--- config.mk ---
export PLATFORM = sky130hd
export DESIGN_NAME = cbm_mode_ctrl
export DESIGN_NICKNAME = d
export VERILOG_FILES = /design/src/cbm_pkg.sv /design/src/cbm_mode_ctrl.sv
export SDC_FILE = /design/constraint.sdc
export NUM_CORES = 1
export LEC_CHECK = 0
export BUFFER_PORTS_ARGS = -buffer_cell sky130_fd_sc_hd__buf_2
export CAP_MARGIN = 20
export CORE_MARGIN = 3
export CORE_UTILIZATION = 45
export CTS_CLUSTER_DIAMETER = 60
export CTS_CLUSTER_SIZE = 16
export DETAILED_ROUTE_END_ITERATION = 12
export GPL_TIMING_DRIVEN = 0
export PLACE_DENSITY = 0.6
export REMOVE_ABC_BUFFERS = 1
export SLEW_MARGIN = 30
export SYNTH_ARGS = -nofsm -noshare
export SYNTH_HDL_FRONTEND = slang
export SYNTH_SLANG_ARGS = --single-unit
export TNS_END_PERCENT = 5
--- constraint.sdc ---
create_clock -name i_clk -period 7.1 [get_ports i_clk]
set_input_delay 1.065 -clock i_clk [delete_from_list [all_inputs] [get_ports i_clk]]
set_output_delay 1.065 -clock i_clk [all_outputs]
set_load 0.02 [all_outputs]
--- src/cbm_pkg.sv ---
// Package of constants and types for the charger and boost mode controller.
// Assumes a 50 MHz system clock; every count is derived from that rate.
package cbm_pkg;
  localparam int unsigned CLK_HZ = 50000000;
  // Times in their own units.
  localparam int unsigned WDOG_S = 32;
  localparam int unsigned CHG_TMR_S = 900;
  localparam int unsigned LIN_TMO_NS = 560000;
  localparam int unsigned SS_HALF_NS = 128000;
  localparam int unsigned SS_FULL_NS = 384000;
  localparam int unsigned ILIM_NS = 50000;
  localparam int unsigned RESTART_FIRST_NS = 5200000;
  localparam int unsigned RESTART_NEXT_NS = 5000000;
  localparam int unsigned PULSE_NS = 128000;
  // Cycle counts, least times rounded up, longest rounded down.
  localparam longint unsigned WDOG_CYC = longint'(WDOG_S) * CLK_HZ;
  localparam longint unsigned CHG_TMR_CYC = longint'(CHG_TMR_S) * CLK_HZ;
  localparam int unsigned LIN_TMO_CYC = (LIN_TMO_NS * 50 + 999) / 1000;
  localparam int unsigned SS_HALF_CYC = (SS_HALF_NS * 50 + 999) / 1000;
  localparam int unsigned SS_FULL_CYC = (SS_FULL_NS * 50 + 999) / 1000;
  localparam int unsigned ILIM_CYC = (ILIM_NS * 50 + 999) / 1000;
  localparam int unsigned RESTART_FIRST_CYC = (RESTART_FIRST_NS / 1000) * 50;
  localparam int unsigned RESTART_NEXT_CYC = (RESTART_NEXT_NS / 1000) * 50;
  localparam int unsigned PULSE_CYC = (PULSE_NS * 50 + 999) / 1000;
  // Register offsets on the Avalon word bus.
  localparam logic [3:0] OFS_STATUS = 4'h0;
  localparam logic [3:0] OFS_CTRL = 4'h1;
  localparam logic [3:0] OFS_MODE = 4'h2;
  // Control register field positions.
  localparam int CTRL_BOOST_SEL = 0;
  localparam int CTRL_HIGHZ = 1;
  localparam int CTRL_CHG_DIS = 2;
  localparam int CTRL_OTG_PIN_ENABLE = 3;
  localparam int CTRL_OTG_POL = 4;
  localparam int CTRL_KICK = 5;
  localparam int CTRL_RESET = 6;
  localparam logic [7:0] CTRL_RESET_VAL = 8'h00;
  localparam logic [2:0] FAULT_RESET_VAL = 3'h0;
  // Boost fault codes.
  localparam logic [2:0] FLT_NONE = 3'h0;
  localparam logic [2:0] FLT_OVP = 3'h1;
  localparam logic [2:0] FLT_START = 3'h2;
  localparam logic [2:0] FLT_UVLO = 3'h3;
  localparam logic [2:0] FLT_THERM = 3'h5;
  localparam logic [2:0] FLT_TIMER = 3'h6;

  typedef enum logic [1:0] {
    MODE_CHARGE,
    MODE_CHG_CFG,
    MODE_BOOST,
    MODE_HIGHZ
  } cbm_mode_t;

  typedef struct packed {
    logic weak_batt;
    logic mid_ok;
    logic boost_good;
    logic near_setpoint;
    logic ovp;
    logic batt_above_uvlo;
    logic thermal;
    logic fb_above_ref;
    logic ilim;
    logic min_off_done;
    logic zero_current;
  } cbm_analog_t;

  typedef struct packed {
    logic current_src_on;
    logic switching;
    logic half_limit;
    logic loop_closed;
    logic switch_inhibit;
    logic long_on_time;
    logic pulse_skip;
    logic stage_highz;
  } cbm_boost_ctl_t;
endpackage

--- src/cbm_mode_ctrl.sv ---
// Charger mode control, host watchdog, charge timer and boost start-up sequencer.
// Assumes analog flags and pins are asynchronous and an Avalon-MM master on i_clk.
`timescale 1ns/10ps
// Operation
// - Setting high-z or charge disable stops charging and clears watchdog; only high-z enters high-z.
// - Watchdog runs in high-z with weak battery; overflow resets registers.
// - Charge timer overflow sets charge disable; a host write or a watchdog expiry with weak battery clears it.
// - Reset bit defaults registers; from high-z or charge disable device holds high-z, watchdog not started.
// - Charge only when pin, disable and high-z are low; pin freezes watchdog.
// - Disable pin rising during timed charging clears the charge timer.
// - Mode decoded from high-z, boost select and fault state.
// - Boost select clears whenever boost turns off.
// - Boost only in watchdog mode; OTG pin active level follows polarity bit.
// - OTG pin starts boost despite high-z; boost select needs high-z low.
// - Watchdog expiry in boost resets registers, pulses status, fault code 110.
// - Output above reference after off-time enters pulse skipping, longer on-time.
// - Precharge mid rail; fault if not in range within 560 us.
// - Soft-start at half limit; near set point closes loop, full limit.
// - Full limit after 128 us; fault if still low after further 384 us.
// - In regulate state switch stays off while feedback exceeds reference.
// - Minimum on-time lengthened after zero current in previous cycle.
// - Boost fault pulses status, clears select, high-z stage, writes code.
// - Register-started boost stays off after fault until host commands.
// - OTG-started boost retries 5.2 ms after fault, then every 5 ms.
// - Fault codes 000,001,010,011,101,110; 100 and 111 never produced.
module cbm_mode_ctrl #(
  parameter longint unsigned WDOG_CYC = cbm_pkg::WDOG_CYC,
  parameter longint unsigned CHG_TMR_CYC = cbm_pkg::CHG_TMR_CYC,
  parameter int unsigned RESTART_FIRST_CYC = cbm_pkg::RESTART_FIRST_CYC,
  parameter int unsigned RESTART_NEXT_CYC = cbm_pkg::RESTART_NEXT_CYC,
  parameter int unsigned LIN_TMO_CYC = cbm_pkg::LIN_TMO_CYC,
  parameter int unsigned SS_HALF_CYC = cbm_pkg::SS_HALF_CYC,
  parameter int unsigned SS_FULL_CYC = cbm_pkg::SS_FULL_CYC
) (
  input wire logic i_clk,
  input wire logic i_rst,
  input wire logic i_ce,
  input wire logic [3:0] i_avs_address,
  input wire logic i_avs_read,
  input wire logic i_avs_write,
  input wire logic [31:0] i_avs_writedata,
  output logic [31:0] o_avs_readdata,
  output logic o_avs_waitrequest,
  input wire logic i_disable_pin,
  input wire logic i_otg_pin,
  input wire logic i_bus_por,
  input wire cbm_pkg::cbm_analog_t i_analog,
  output logic o_charge_en,
  output logic o_status_pulse,
  output cbm_pkg::cbm_mode_t o_mode,
  output cbm_pkg::cbm_boost_ctl_t o_boost_ctl
);
  typedef enum logic [2:0] {
    ST_OFF,
    ST_PRECHARGE,
    ST_SOFTSTART,
    ST_REGULATE,
    ST_FAULT_WAIT
  } cbm_bst_state_t;

  localparam int AW = $bits(cbm_pkg::cbm_analog_t);

  logic [AW-1:0] an_s1_ff;
  logic [AW-1:0] an_s2_ff;
  logic [2:0] pin_s1_ff;
  logic [2:0] pin_s2_ff;
  cbm_pkg::cbm_analog_t an;
  logic dis_pin;
  logic otg_raw;
  logic por;
  logic dis_pin_d_ff;

  logic high_z_request_ff;
  logic boost_select_bit_ff;
  logic charge_disable_bit_ff;
  logic otg_pin_enable_ff;
  logic otg_pin_polarity_ff;
  logic hz_hold_ff;
  logic [2:0] fault_code_ff;
  logic fault_active_ff;
  logic timed_charge_ff;
  logic ack_ff;
  logic [63:0] wdog_cnt_ff;
  logic [63:0] chg_cnt_ff;
  logic [31:0] seq_cnt_ff;
  logic [31:0] pulse_cnt_ff;
  logic [31:0] ilim_cnt_ff;
  logic half_done_ff;
  logic skip_ff;
  logic long_on_ff;
  logic otg_started_ff;
  logic retried_ff;
  cbm_bst_state_t state_ff;

  logic wr_ctrl;
  logic rd_status;
  logic otg_active;
  logic boost_req;
  logic wdog_expire;
  logic chg_expire;
  logic sw_reset;
  logic boost_fault;
  logic [2:0] nxt_fault;
  logic boost_on;
  logic charging;

  always_ff @(posedge i_clk) begin
    if (i_rst) begin
      an_s1_ff <= '0;
      an_s2_ff <= '0;
      pin_s1_ff <= 3'h0;
      pin_s2_ff <= 3'h0;
    end else if (i_ce) begin
      an_s1_ff <= i_analog;
      an_s2_ff <= an_s1_ff;
      pin_s1_ff <= {i_bus_por, i_otg_pin, i_disable_pin};
      pin_s2_ff <= pin_s1_ff;
    end
  end

  assign an = cbm_pkg::cbm_analog_t'(an_s2_ff);
  assign dis_pin = pin_s2_ff[0];
  assign otg_raw = pin_s2_ff[1];
  assign por = pin_s2_ff[2];

  // Bus slave answers every access one cycle after it arrives.
  assign o_avs_waitrequest = (i_avs_read | i_avs_write) & ~ack_ff;
  assign wr_ctrl = i_avs_write & ack_ff & (i_avs_address == cbm_pkg::OFS_CTRL);
  assign rd_status = i_avs_read & ack_ff & (i_avs_address == cbm_pkg::OFS_STATUS);
  assign sw_reset = wr_ctrl & i_avs_writedata[cbm_pkg::CTRL_RESET];

  always_ff @(posedge i_clk) begin
    if (i_rst) begin
      ack_ff <= 1'b0;
      o_avs_readdata <= 32'h0;
    end else if (i_ce) begin
      ack_ff <= (i_avs_read | i_avs_write) & ~ack_ff;
      if (i_avs_read & ~ack_ff) begin
        unique case (i_avs_address)
          cbm_pkg::OFS_STATUS: o_avs_readdata <= {28'h0, fault_active_ff, fault_code_ff};
          cbm_pkg::OFS_CTRL: o_avs_readdata <= {27'h0, otg_pin_polarity_ff,
            otg_pin_enable_ff, charge_disable_bit_ff, high_z_request_ff,
            boost_select_bit_ff};
          cbm_pkg::OFS_MODE: o_avs_readdata <= {26'h0, state_ff, o_mode, o_charge_en};
          default: o_avs_readdata <= 32'h0;
        endcase
      end
    end
  end

  assign otg_active = otg_pin_polarity_ff ? otg_raw : ~otg_raw;
  assign boost_req = (otg_pin_enable_ff & otg_active) |
                     (boost_select_bit_ff & ~high_z_request_ff);
  assign wdog_expire = (wdog_cnt_ff >= WDOG_CYC - 1);
  assign chg_expire = timed_charge_ff & (chg_cnt_ff >= CHG_TMR_CYC - 1);
  assign boost_on = (state_ff != ST_OFF) & (state_ff != ST_FAULT_WAIT);
  assign charging = ~dis_pin & ~charge_disable_bit_ff & ~high_z_request_ff & ~hz_hold_ff &
                    ~boost_on;

  always_comb begin
    nxt_fault = cbm_pkg::FLT_NONE;
    boost_fault = 1'b0;
    if (boost_on) begin
      if (wdog_expire) begin
        nxt_fault = cbm_pkg::FLT_TIMER;
      end else if (an.thermal) begin
        nxt_fault = cbm_pkg::FLT_THERM;
      end else if (an.ovp) begin
        nxt_fault = cbm_pkg::FLT_OVP;
      end else if (~an.batt_above_uvlo) begin
        nxt_fault = cbm_pkg::FLT_UVLO;
      end else if ((state_ff == ST_PRECHARGE && seq_cnt_ff >= LIN_TMO_CYC - 1) ||
                   (state_ff == ST_SOFTSTART && half_done_ff &&
                    seq_cnt_ff >= SS_FULL_CYC - 1) ||
                   (state_ff == ST_REGULATE && ilim_cnt_ff >= cbm_pkg::ILIM_CYC - 1)) begin
        nxt_fault = cbm_pkg::FLT_START;
      end
      boost_fault = (nxt_fault != cbm_pkg::FLT_NONE);
    end
  end

  // Host control bits.
  always_ff @(posedge i_clk) begin
    if (i_rst) begin
      high_z_request_ff <= 1'b0;
      boost_select_bit_ff <= 1'b0;
      charge_disable_bit_ff <= 1'b0;
      otg_pin_enable_ff <= 1'b0;
      otg_pin_polarity_ff <= 1'b0;
      hz_hold_ff <= 1'b0;
    end else if (i_ce) begin
      if (sw_reset || (wdog_expire && (boost_on || high_z_request_ff ||
          charge_disable_bit_ff))) begin
        high_z_request_ff <= 1'b0;
        hz_hold_ff <= sw_reset & (high_z_request_ff | charge_disable_bit_ff);
        boost_select_bit_ff <= 1'b0;
        charge_disable_bit_ff <= 1'b0;
        otg_pin_enable_ff <= 1'b0;
        otg_pin_polarity_ff <= 1'b0;
      end else if (wr_ctrl) begin
        hz_hold_ff <= 1'b0;
        high_z_request_ff <= i_avs_writedata[cbm_pkg::CTRL_HIGHZ];
        boost_select_bit_ff <= i_avs_writedata[cbm_pkg::CTRL_BOOST_SEL] &
                               ~i_avs_writedata[cbm_pkg::CTRL_HIGHZ];
        charge_disable_bit_ff <= i_avs_writedata[cbm_pkg::CTRL_CHG_DIS];
        otg_pin_enable_ff <= i_avs_writedata[cbm_pkg::CTRL_OTG_PIN_ENABLE];
        otg_pin_polarity_ff <= i_avs_writedata[cbm_pkg::CTRL_OTG_POL];
      end else begin
        if (chg_expire) begin
          charge_disable_bit_ff <= 1'b1;
        end
        if (boost_fault) begin
          boost_select_bit_ff <= 1'b0;
        end
      end
    end
  end

  // Host watchdog: cleared by kick, high-z entry or reset; frozen by the pin.
  always_ff @(posedge i_clk) begin
    if (i_rst) begin
      wdog_cnt_ff <= 64'h0;
    end else if (i_ce) begin
      if (sw_reset || wdog_expire ||
          (wr_ctrl && (i_avs_writedata[cbm_pkg::CTRL_KICK] ||
                       i_avs_writedata[cbm_pkg::CTRL_HIGHZ] ||
                       i_avs_writedata[cbm_pkg::CTRL_CHG_DIS]))) begin
        wdog_cnt_ff <= 64'h0;
      end else if (dis_pin) begin
        wdog_cnt_ff <= wdog_cnt_ff;
      end else if (boost_on ||
                   ((high_z_request_ff || charge_disable_bit_ff) && an.weak_batt)) begin
        wdog_cnt_ff <= wdog_cnt_ff + 64'h1;
      end
    end
  end

  // Standalone charge timer, armed when the watchdog restores defaults outside boost.
  always_ff @(posedge i_clk) begin
    if (i_rst) begin
      timed_charge_ff <= 1'b0;
      chg_cnt_ff <= 64'h0;
      dis_pin_d_ff <= 1'b0;
    end else if (i_ce) begin
      dis_pin_d_ff <= dis_pin;
      if (wr_ctrl || por || chg_expire) begin
        timed_charge_ff <= wdog_expire & ~boost_on & ~wr_ctrl;
        chg_cnt_ff <= 64'h0;
      end else if (wdog_expire && !boost_on) begin
        timed_charge_ff <= 1'b1;
        chg_cnt_ff <= 64'h0;
      end else if (timed_charge_ff && dis_pin && !dis_pin_d_ff) begin
        chg_cnt_ff <= 64'h0;
      end else if (timed_charge_ff && charging) begin
        chg_cnt_ff <= chg_cnt_ff + 64'h1;
      end
    end
  end

  // Fault code: set wins over a read clear.
  always_ff @(posedge i_clk) begin
    if (i_rst) begin
      fault_code_ff <= cbm_pkg::FAULT_RESET_VAL;
      fault_active_ff <= 1'b0;
    end else if (i_ce) begin
      if (boost_fault) begin
        fault_code_ff <= nxt_fault;
        fault_active_ff <= 1'b1;
      end else if (rd_status || por) begin
        fault_code_ff <= cbm_pkg::FLT_NONE;
        fault_active_ff <= 1'b0;
      end
    end
  end

  // Status pulse.
  always_ff @(posedge i_clk) begin
    if (i_rst) begin
      pulse_cnt_ff <= 32'h0;
    end else if (i_ce) begin
      if (boost_fault) begin
        pulse_cnt_ff <= cbm_pkg::PULSE_CYC;
      end else if (pulse_cnt_ff != 32'h0) begin
        pulse_cnt_ff <= pulse_cnt_ff - 32'h1;
      end
    end
  end

  // Boost start-up sequencer.
  always_ff @(posedge i_clk) begin
    if (i_rst) begin
      state_ff <= ST_OFF;
      seq_cnt_ff <= 32'h0;
      half_done_ff <= 1'b0;
      otg_started_ff <= 1'b0;
      retried_ff <= 1'b0;
    end else if (i_ce) begin
      seq_cnt_ff <= seq_cnt_ff + 32'h1;
      if (boost_fault) begin
        state_ff <= ST_FAULT_WAIT;
        seq_cnt_ff <= 32'h0;
      end else begin
        unique case (state_ff)
          ST_OFF: begin
            retried_ff <= 1'b0;
            seq_cnt_ff <= 32'h0;
            if (boost_req && an.batt_above_uvlo) begin
              state_ff <= ST_PRECHARGE;
              otg_started_ff <= otg_pin_enable_ff & otg_active;
            end
          end
          ST_PRECHARGE: begin
            if (!boost_req) begin
              state_ff <= ST_OFF;
            end else if (an.mid_ok) begin
              state_ff <= ST_SOFTSTART;
              seq_cnt_ff <= 32'h0;
              half_done_ff <= 1'b0;
            end
          end
          ST_SOFTSTART: begin
            if (!boost_req) begin
              state_ff <= ST_OFF;
            end else if (an.near_setpoint) begin
              state_ff <= ST_REGULATE;
            end else if (!half_done_ff && seq_cnt_ff >= SS_HALF_CYC - 1) begin
              half_done_ff <= 1'b1;
              seq_cnt_ff <= 32'h0;
            end
          end
          ST_REGULATE: begin
            if (!boost_req) begin
              state_ff <= ST_OFF;
            end
          end
          ST_FAULT_WAIT: begin
            if (!(otg_pin_enable_ff && otg_active)) begin
              state_ff <= ST_OFF;
            end else if (seq_cnt_ff >= (retried_ff ? RESTART_NEXT_CYC : RESTART_FIRST_CYC) - 1)
            begin
              state_ff <= ST_PRECHARGE;
              retried_ff <= 1'b1;
              seq_cnt_ff <= 32'h0;
            end
          end
        endcase
      end
    end
  end

  // Regulate-state current limit, pulse skipping and on-time stretch.
  always_ff @(posedge i_clk) begin
    if (i_rst) begin
      ilim_cnt_ff <= 32'h0;
      skip_ff <= 1'b0;
      long_on_ff <= 1'b0;
    end else if (i_ce) begin
      ilim_cnt_ff <= (state_ff == ST_REGULATE && an.ilim) ? ilim_cnt_ff + 32'h1 : 32'h0;
      if (state_ff != ST_REGULATE) begin
        skip_ff <= 1'b0;
        long_on_ff <= 1'b0;
      end else if (an.min_off_done) begin
        skip_ff <= an.fb_above_ref;
        long_on_ff <= an.zero_current | an.fb_above_ref;
      end else if (skip_ff && !an.fb_above_ref) begin
        skip_ff <= 1'b0;
      end
    end
  end

  always_ff @(posedge i_clk) begin
    if (i_rst) begin
      o_charge_en <= 1'b0;
      o_status_pulse <= 1'b0;
      o_mode <= cbm_pkg::MODE_CHARGE;
      o_boost_ctl <= '0;
    end else if (i_ce) begin
      o_charge_en <= charging;
      o_status_pulse <= (pulse_cnt_ff != 32'h0);
      if (high_z_request_ff || hz_hold_ff) begin
        o_mode <= cbm_pkg::MODE_HIGHZ;
      end else if (fault_active_ff) begin
        o_mode <= cbm_pkg::MODE_CHG_CFG;
      end else if (boost_select_bit_ff) begin
        o_mode <= cbm_pkg::MODE_BOOST;
      end else begin
        o_mode <= cbm_pkg::MODE_CHARGE;
      end
      o_boost_ctl.current_src_on <= (state_ff == ST_PRECHARGE);
      o_boost_ctl.switching <= (state_ff == ST_SOFTSTART) || (state_ff == ST_REGULATE);
      o_boost_ctl.half_limit <= (state_ff == ST_SOFTSTART) && !half_done_ff;
      o_boost_ctl.loop_closed <= (state_ff == ST_REGULATE);
      o_boost_ctl.switch_inhibit <= (state_ff == ST_REGULATE) &&
                                    (an.fb_above_ref || skip_ff);
      o_boost_ctl.long_on_time <= long_on_ff;
      o_boost_ctl.pulse_skip <= skip_ff && (state_ff == ST_REGULATE);
      o_boost_ctl.stage_highz <= !boost_on;
    end
  end
endmodule

# Word level (Yosys, flattened, before mapping)
# Cells that the tools add are included.
[totals] reg_bits=316 input_bits=55 out_inout_bits=45 word_cells=252
[op_classes] n_addsub=6 n_lt_le_gt_ge=7 n_eq_ne=21 mux=77 bitwise_logic=33 reduce_logical=71
[ops] op="$mux 64" n=7
[ops] op="$mux 32" n=11
[ops] op="$add 64x1->64 const B" n=2
[ops] op="$pmux 32 s4" n=1
[ops] op="$add 32x1->32 const B" n=2
[ops] op="$ge 32x15->1 const B" n=2
[ops] op="$ge 64x31->1 const B" n=1
[ops] op="$ge 64x36->1 const B" n=1
[ops] op="$mux 3" n=15
[ops] op="$ge 32x12->1 const B" n=1
[ops] op="$ge 32x13->1 const B" n=1
[ops] op="$ge 32x32->1" n=1
[ops] op="$mux 1" n=32
[ops] op="$reduce_bool 32->1" n=1
[ops] op="$sub 32x1->32 const B" n=1
[ops] op="$reduce_and 2->1" n=10
[ops] op="$and 1x1->1" n=19
[ops] op="$logic_and 1x1->1" n=19
[ops] op="$sub 18x1->19 const B" n=1
[ops] op="$pmux 6 s3" n=1
[ops] op="$logic_or 1x1->1" n=17
[ops] op="$reduce_bool 2->1" n=8
[ops] op="$pmux 3 s5" n=1
[ops] op="$reduce_bool 3->1" n=5
[ops] op="other kinds (23)" n=55

# Depth between registers and ports, before layout
# Gate-level depths: netlist (run 1).
[depth] depth_word=16 ltp_mapped=12 ltp_nobuf=9

# Least setup slack after synthesis (run 1)
# No wires, ideal clock.
[synth_timing] path_kind="input-to-reg" from="input port i_avs_address[1]" to="register chg_cnt_ff[24]" setup_ps=70 arrival_time_ps=3390 required_ps=7030 path_slack_ps=3641 stages=12 path_buffers=4 cell_sequence="buf_2 -> nor4b_2 -> a31o_2 -> or4_1 -> o22ai_1 -> and4_1 -> buf_2 -> nor2_1 -> or2_2 -> clkbuf_1 -> buf_2 -> a21oi_1"
[synth_via] elab_chain_len=6 elab_cells_between_ends=7 cone_classes="eq/ne (1); mux (1); bitwise (1); reduce/logical (4)"
[synth_rtl] item="from (decl)" line_no="cbm_mode_ctrl.sv:38" source="input wire logic [3:0] i_avs_address,"
[synth_rtl] item="$eq 4x1->1 *" line_no="cbm_mode_ctrl.sv:128" source="assign wr_ctrl = i_avs_write & ack_ff & (i_avs_address == cbm_pkg::OFS_CTRL);"
[synth_rtl] item="$and 1x1->1 *" line_no="cbm_mode_ctrl.sv:128"
[synth_rtl] item="$logic_or 1x1->1 * (2 in a row)" line_no="cbm_mode_ctrl.sv:246" source="if (wr_ctrl || por || chg_expire) begin"
[synth_rtl] item="$reduce_bool 4->1 (no line)"
[synth_rtl] item="$reduce_and 2->1 (no line)"
[synth_rtl] item="to (signal assigned)" line_no="cbm_mode_ctrl.sv:255" source="chg_cnt_ff <= chg_cnt_ff + 64'h1;"
[synth_rtl] item="to (decl)" line_no="cbm_mode_ctrl.sv:84" source="logic [63:0] chg_cnt_ff;"
# Every way passes the cells marked *; elsewhere a longest branch is shown, timed or not.
# A chain may end at the register's enable or synchronous reset.

# Worst setup path in the final report (run 1)
[layout_timing] from="input port i_ce" to="register chg_cnt_ff[3]"
[layout_via] elab_chain_len=1
[layout_rtl] item="from (decl)" line_no="cbm_mode_ctrl.sv:37" source="input wire logic i_ce,"
[layout_rtl] item="$reduce_and 2->1 (no line)"
# Every way passes these cells.

==> results.toml, run 1 <==
[logic_synthesis]
synth_top_cell_by_area = "dfxtp_1"
synth_edf_count = 0
syn_inst = 1575
yosysSeqAreaShare_pct = 43.2
syn-mean-instance-area_um2 = 8.47
postSynth.asyncResetShare_pct = 0
synth-seq-cells = 288
netlist.area_leader.share_pct = 43.2
yosys_warnings = 0
synthFlopType = "dfxtp_1"
ys_types = 66
synthTopCellsByArea = "dfxtp_1 43%, nor2_1 7.0%, xnor2_1 4.9%"
synth_area_mm2 = 0.0133

[sta]
rsz0062_at_grt = "false"
finalCritPeriodShare_pct = 57.5
worst_hold_slack_ns = 0.457
relSlewSlack_pct = 40.5
fin_crit_ns = 4.09
drv_slew = 0
finalHoldViolCount = 0
skew_ns = 0.0287
fmax_ghz = 0.245
worst_pin_slew_ns = 0.890
final.setup.tns_ns = 0
setup_viol = 0

[die]
coreArea_mm2 = 0.0289
die_w_um = 178
pin_count = 100
dieArea_mm2 = 0.0317
fp.dieH_um = 178
rows = 62
initial_core_util_pct = 46.1

[clock_tree]
cts_sinks = 288
post_cts.repair.setup_buffers = 0
cts_tree = "built"
insertion_delay_ns = 0.56
clockBufferDepth = 3
cts-resized-gates = 0
htree_levels = 1
root_buffer = "clkbuf_16"
cts_inserted_buffers = 28
hold_buffers = 0
clk_pin_slew_ns = 0.07

[layout]
final_common_cell = "dfxtp_1"
multiInputGateArea_mm2 = 0.00714
regArea_mm2 = 0.00577
nFillCells = 2792
layout-drive-gt1-share_pct = 8.12
layout_common_cells = "288 x dfxtp_1, 250 x nor2_1, 109 x nand2_1, 86 x a21oi_1, 75 x xnor2_1"
finalNetCount = 1646
syn2layout_area_growth_pct = 10.6

[route]
viasPerCell = 5.52
drt_wl_total_um = 30700
via_count = 11000
drc = 0
ant_nets = 0
drt_iter0_markers = 596
wl_per_cell_um = 15.5
drt_first_pass_iters = 5

[hold_path]
hold_depth = 2
worstHoldPathType = "reg2reg"
min_from = "long_on_ff"
hold_path_end = "long_on_ff"

[pwr]
p_sw_share_pct = 28.7
pwr-share-clk_pct = 38.3
cellInternalPower_uw = 2860
p_total_uw = 4010
power-per-cell-area_mw_per_mm2 = 272
power_frac_seq_pct = 44.5
p_sw_uw = 1150
p_leak_uw = 0.00533
vdd_drop_max_mv = 0.197
power_frac_comb_pct = 17.2

[grt]
grt_first_pass_wirelength_um = 50300
first_global_vias = 10100
global_route.usage.met3_pct = 2.60
grt_max_degree = 57
grt.met2_usage_pct = 29.4
antenna_found_initial = 2
busiest_layer = "met2"
gr-usage-all-layers_pct = 18.9
overflow = 0
use_met1_pct = 27.4

[run]
drv_cap = 0

[setup_path]
r2r_start = "wdog_cnt_ff[33]"
crit_path_end_kind = "flop"
required_ns = 7.55
path_max_fanout = 33
reg2reg_slack_ns = 3.21
rr_worst_depth = 9
critPathKind = "in2reg"
arrival_ns = 4.53
startpoint_type = "input port"
r2r-end = "seq_cnt_ff[27]"

[placed_design]
dpl.hpwl_um = 20800
io_buffers = 47
place_congestion = 0.793

[status]
status = "finished, final reports clean"
state kept, by name, summed over array words and instances, names as in the netlist, 6 cells and up:
signal          flops
chg_cnt_ff         64
o_avs_readdata      6
an_s1_ff           10
pulse_cnt_ff       32
ilim_cnt_ff        32
o_boost_ctl         8
an                 10
wdog_cnt_ff        64
seq_cnt_ff         32
area by class of cell:
| type | instances | area share [%] |
|---|---|---|
| Multi-Input combinational cell | 1186 | 48.4 |
| Inverter | 24 | 0.610 |
| Antenna cell | 1 | 0.0170 |
| Tap cell | 384 | 3.26 |
| Timing Repair Buffer | 53 | 2.26 |
| Clock buffer | 32 | 5.13 |
| Sequential cell | 288 | 39.1 |
| Clock inverter | 18 | 1.31 |
power groups by stage:
stage,sequential [uW],clock [uW],combinational [uW]
3_5_place_dp,1820,0,687
3_3_place_gp,1820,0,662
5_1_grt,1800,1640,778
6_report,1790,1540,690
2_1_floorplan,1810,0,533
4_1_cts,1780,1590,693
through the flow:
| stage | util, % | instance area (um^2) | setup WS (ns) | cells |
|---|---|---|---|---|
| 6_report | 51.0 | 14800 | 3.01 | 1986 |
| 5_1_grt | 51.0 | 14800 | 2.77 | 1986 |
| 3_3_place_gp | 47.2 | 13700 | 0.611 | 1929 |
| 4_1_cts | 51.0 | 14800 | 2.99 | 1985 |
| 2_1_floorplan | - | 12900 | 3.09 | 1498 |
| 3_5_place_dp | 47.7 | 13800 | 2.41 | 1935 |
metal layers:
metal  share of wire [%]  up-vias
met5               0.065        -
met3                 4.2       49
li1                    -     5566
met1                  51     5153
met4                 2.3        2
met2                  43      194
synthesized netlist by cell type (9+ instances only):
master,instances
or4_1,13
a31oi_1,13
a2111oi_0,14
xor2_1,60
o21a_1,16
clkbuf_1,62
and3_1,38
and4_1,15
a21oi_1,87
nand2_1,109
dfxtp_1,288
xnor2_1,75
o21ai_0,34
nor3_1,33
nand3_1,71
and2_1,32
a211oi_1,26
or3_1,23
buf_4,26
a21o_1,9
ha_1,10
nor2_1,250
nor4_1,37
inv_1,24
nand4_1,49
nand2b_1,12
mux2i_1,39
critical path, cell delays in order:
cell and delay (ns):
buf_6 0.30, inv_1 0.48, nor2_1 0.57, nand3_1 0.73, a21oi_1 0.76, nor2_1 0.29, a22o_1 0.29
cells by family (layout without fill, tap and decap cells):
| kind of cell | after synthesis | after routing | share of synthesized area, % |
|---|---|---|---|
| compound gates | 254 | 254 | 12.4 |
| xor+xnor | 135 | 135 | 8.86 |
| fa+ha+maj | 10 | 10 | 0.938 |
| buf+inv | 126 | 127 | 4.35 |
| flops | 288 | 288 | 43.2 |
| mux | 39 | 39 | 2.93 |
| other cells | 1 | 27 | 0.0281 |
| simple gates | 722 | 722 | 27.2 |
how the worst max path moves through the flow:
stage,from,endpoint,slack (ns),cells after the start
3_5_place_dp,i_avs_address[1],chg_cnt_ff[3],2.41,9
2_1_floorplan,pulse_cnt_ff[3],pulse_cnt_ff[25],3.09,8
3_3_place_gp,i_ce,seq_cnt_ff[28],0.61,6
5_1_grt,wdog_cnt_ff[33],seq_cnt_ff[28],2.77,9
4_1_cts,i_avs_address[1],chg_cnt_ff[3],2.99,9
6_report,i_ce,chg_cnt_ff[3],3.01,7
No activity file was read; power rests on OpenSTA's default activity.
==> run 2, diff against run 1 <==
Clock period 7.1 ns to 3.9 ns, I/O delays scaled along.
==> run 2 against run 1 <==
Clock skew down 0.0023 ns. Clock power up 82%. Critical path depth unchanged. Highest routed layer unchanged. Core utilization up 0.095 points. First-iteration DRC count up 8.9%. Setup slack worse by 2.7 ns. Final cell count about the same. Sequential share of layout area down 0.073 points. Sequential power up 82%. Register-to-register slack worse by 2.9 ns. Total power up 83%.
==> results.toml, run 2 (synthesis gave the netlist of run 1 again) <==
[pwr]
vdd_drop_max_mv = 0.361
power-per-cell-area_mw_per_mm2 = 496
p_leak_uw = 0.00534

[route]
drt_first_pass_iters = 5
viasPerCell = 5.52
via_count = 11000
drt_iter0_markers = 649
wl_per_cell_um = 15.5
drt_wl_total_um = 30800
ant_nets = 0
drc = 0

[clock_tree]
cts_inserted_buffers = 28
clockBufferDepth = 3
htree_levels = 1
cts_tree = "built"
hold_buffers = 0
clk_pin_slew_ns = 0.07
post_cts.repair.setup_buffers = 0
cts_sinks = 288
root_buffer = "clkbuf_16"
insertion_delay_ns = 0.56

[sta]
setup_viol = 0
fmax_ghz = 0.279
drv_slew = 0
final.setup.tns_ns = 0
relSlewSlack_pct = 40.7
skew_ns = 0.0264
finalHoldViolCount = 0
rsz0062_at_grt = "true"
worst_pin_slew_ns = 0.888
finalCritPeriodShare_pct = 92.0
fin_crit_ns = 3.59

[grt]
antenna_found_initial = 2
grt_first_pass_wirelength_um = 50300
overflow = 0
first_global_vias = 10100
gr-usage-all-layers_pct = 18.9
grt_max_degree = 57

[setup_path]
rr_worst_depth = 8
crit_path_cell_trace = "buf_6 > inv_1 > nor2_1 > nand3_1 > a21oi_1 > nor2_1 > a22o_1"
startpoint_type = "input port"
reg2reg_slack_ns = 0.35
cpPeakStageDelay_ns = 0.76
required_ns = 4.35
arrival_ns = 4.03
crit_path_end_kind = "flop"
path_max_fanout = 33
critPathKind = "in2reg"
path_common_cell = "nor2_1"
cpMaxStageDelayCell = "a21oi_1"

[layout]
nFillCells = 2788
fin_cells = 1987
syn2layout_area_growth_pct = 10.9
final_common_cell = "dfxtp_1"
layout_common_cells = "288 x dfxtp_1, 250 x nor2_1, 109 x nand2_1, 86 x a21oi_1, 75 x xnor2_1"
finalNetCount = 1647
layout-drive-gt1-share_pct = 8.18
reg_top3 = "chg_cnt_ff (64), wdog_cnt_ff (64)"

[die]
initial_core_util_pct = 46.1
die_w_um = 178
pin_count = 100
rows = 62
coreArea_mm2 = 0.0289
dieArea_mm2 = 0.0317
fp.dieH_um = 178

[placed_design]
place_congestion = 0.793
io_buffers = 47
dpl.hpwl_um = 20800
post-place-cells = 1935

[run]
drv_cap = 0

[hold_path]
hold_depth = 3
worstHoldPathType = "in2reg"

[status]
status = "finished, final reports clean"
## run 2: cell count changes in the layout (fill, tap and decap cells not counted), sizes merged
cell and delta:
o21bai +1
## run 2: path summary, 6_finish.rpt
path | start | to
max | i_ce | chg_cnt_ff[3]
min | i_analog[2] | an_s1_ff[2]
max reg2reg | wdog_cnt_ff[33] | chg_cnt_ff[30]
min reg2reg | long_on_ff | long_on_ff
## run 2: layout make-up
cell class                 count  area, um^2  share of cell area, %
multi-input combinational   1187        7170                   48.5
sequential                   288        5770                   39.0
clock buffer                  32         757                   5.12
tap                          384         480                   3.25
timing repair buffer          53         334                   2.26
clock inverter                18         193                   1.30
inverter                      24        90.1                  0.609
antenna                        1        2.50                 0.0169
## run 2: worst max-delay path, delay by kind of cell
kind                   cells  cell delay (ns)
AOI/OAI and AO/OA          2             1.05
buffers and inverters      2             0.78
and+or+nand+nor            3             1.56
## run 2: repair_timing
item                                    4_1_cts  5_1_grt
cloned                                        0        1
pin swaps                                     1        1
endpoints found under the setup margin       28       30
gates resized for setup                       2        1
## run 2: where the power goes
part	internal (uW)	switching, uW	total (uW)
registers	3100	150	3250
clock network	1560	1240	2800
logic	556	725	1280
## run 2: routing by layer
metal | up-vias | global-route usage, % | part of all wire [%] | routed length (um)
li1 | 5573 | - | - | -
met1 | 5149 | 27.4 | 51 | 15700
met2 | 194 | 29.4 | 43 | 13100
met3 | 49 | 2.60 | 4.0 | 1220
met4 | 2 | 5.19 | 2.3 | 711
met5 | - | 0 | 0.065 | 20
## run 2: per-stage QoR
| step | total power, uW | instance area, um^2 | hold slack [ns] | utilization (%) | worst slack [ns] |
|---|---|---|---|---|---|
| floorplan | 4260 | 12900 | 0.426 | - | -0.112 |
| global placement | 4520 | 13700 | 0.444 | 47.2 | -2.11 |
| detailed placement | 4570 | 13800 | 0.447 | 47.7 | -0.309 |
| CTS | 7400 | 14800 | 0.250 | 51.0 | 0.201 |
| global route | 7700 | 14800 | 0.273 | 51.1 | -0.0263 |
| finish | 7330 | 14800 | 0.276 | 51.1 | 0.312 |
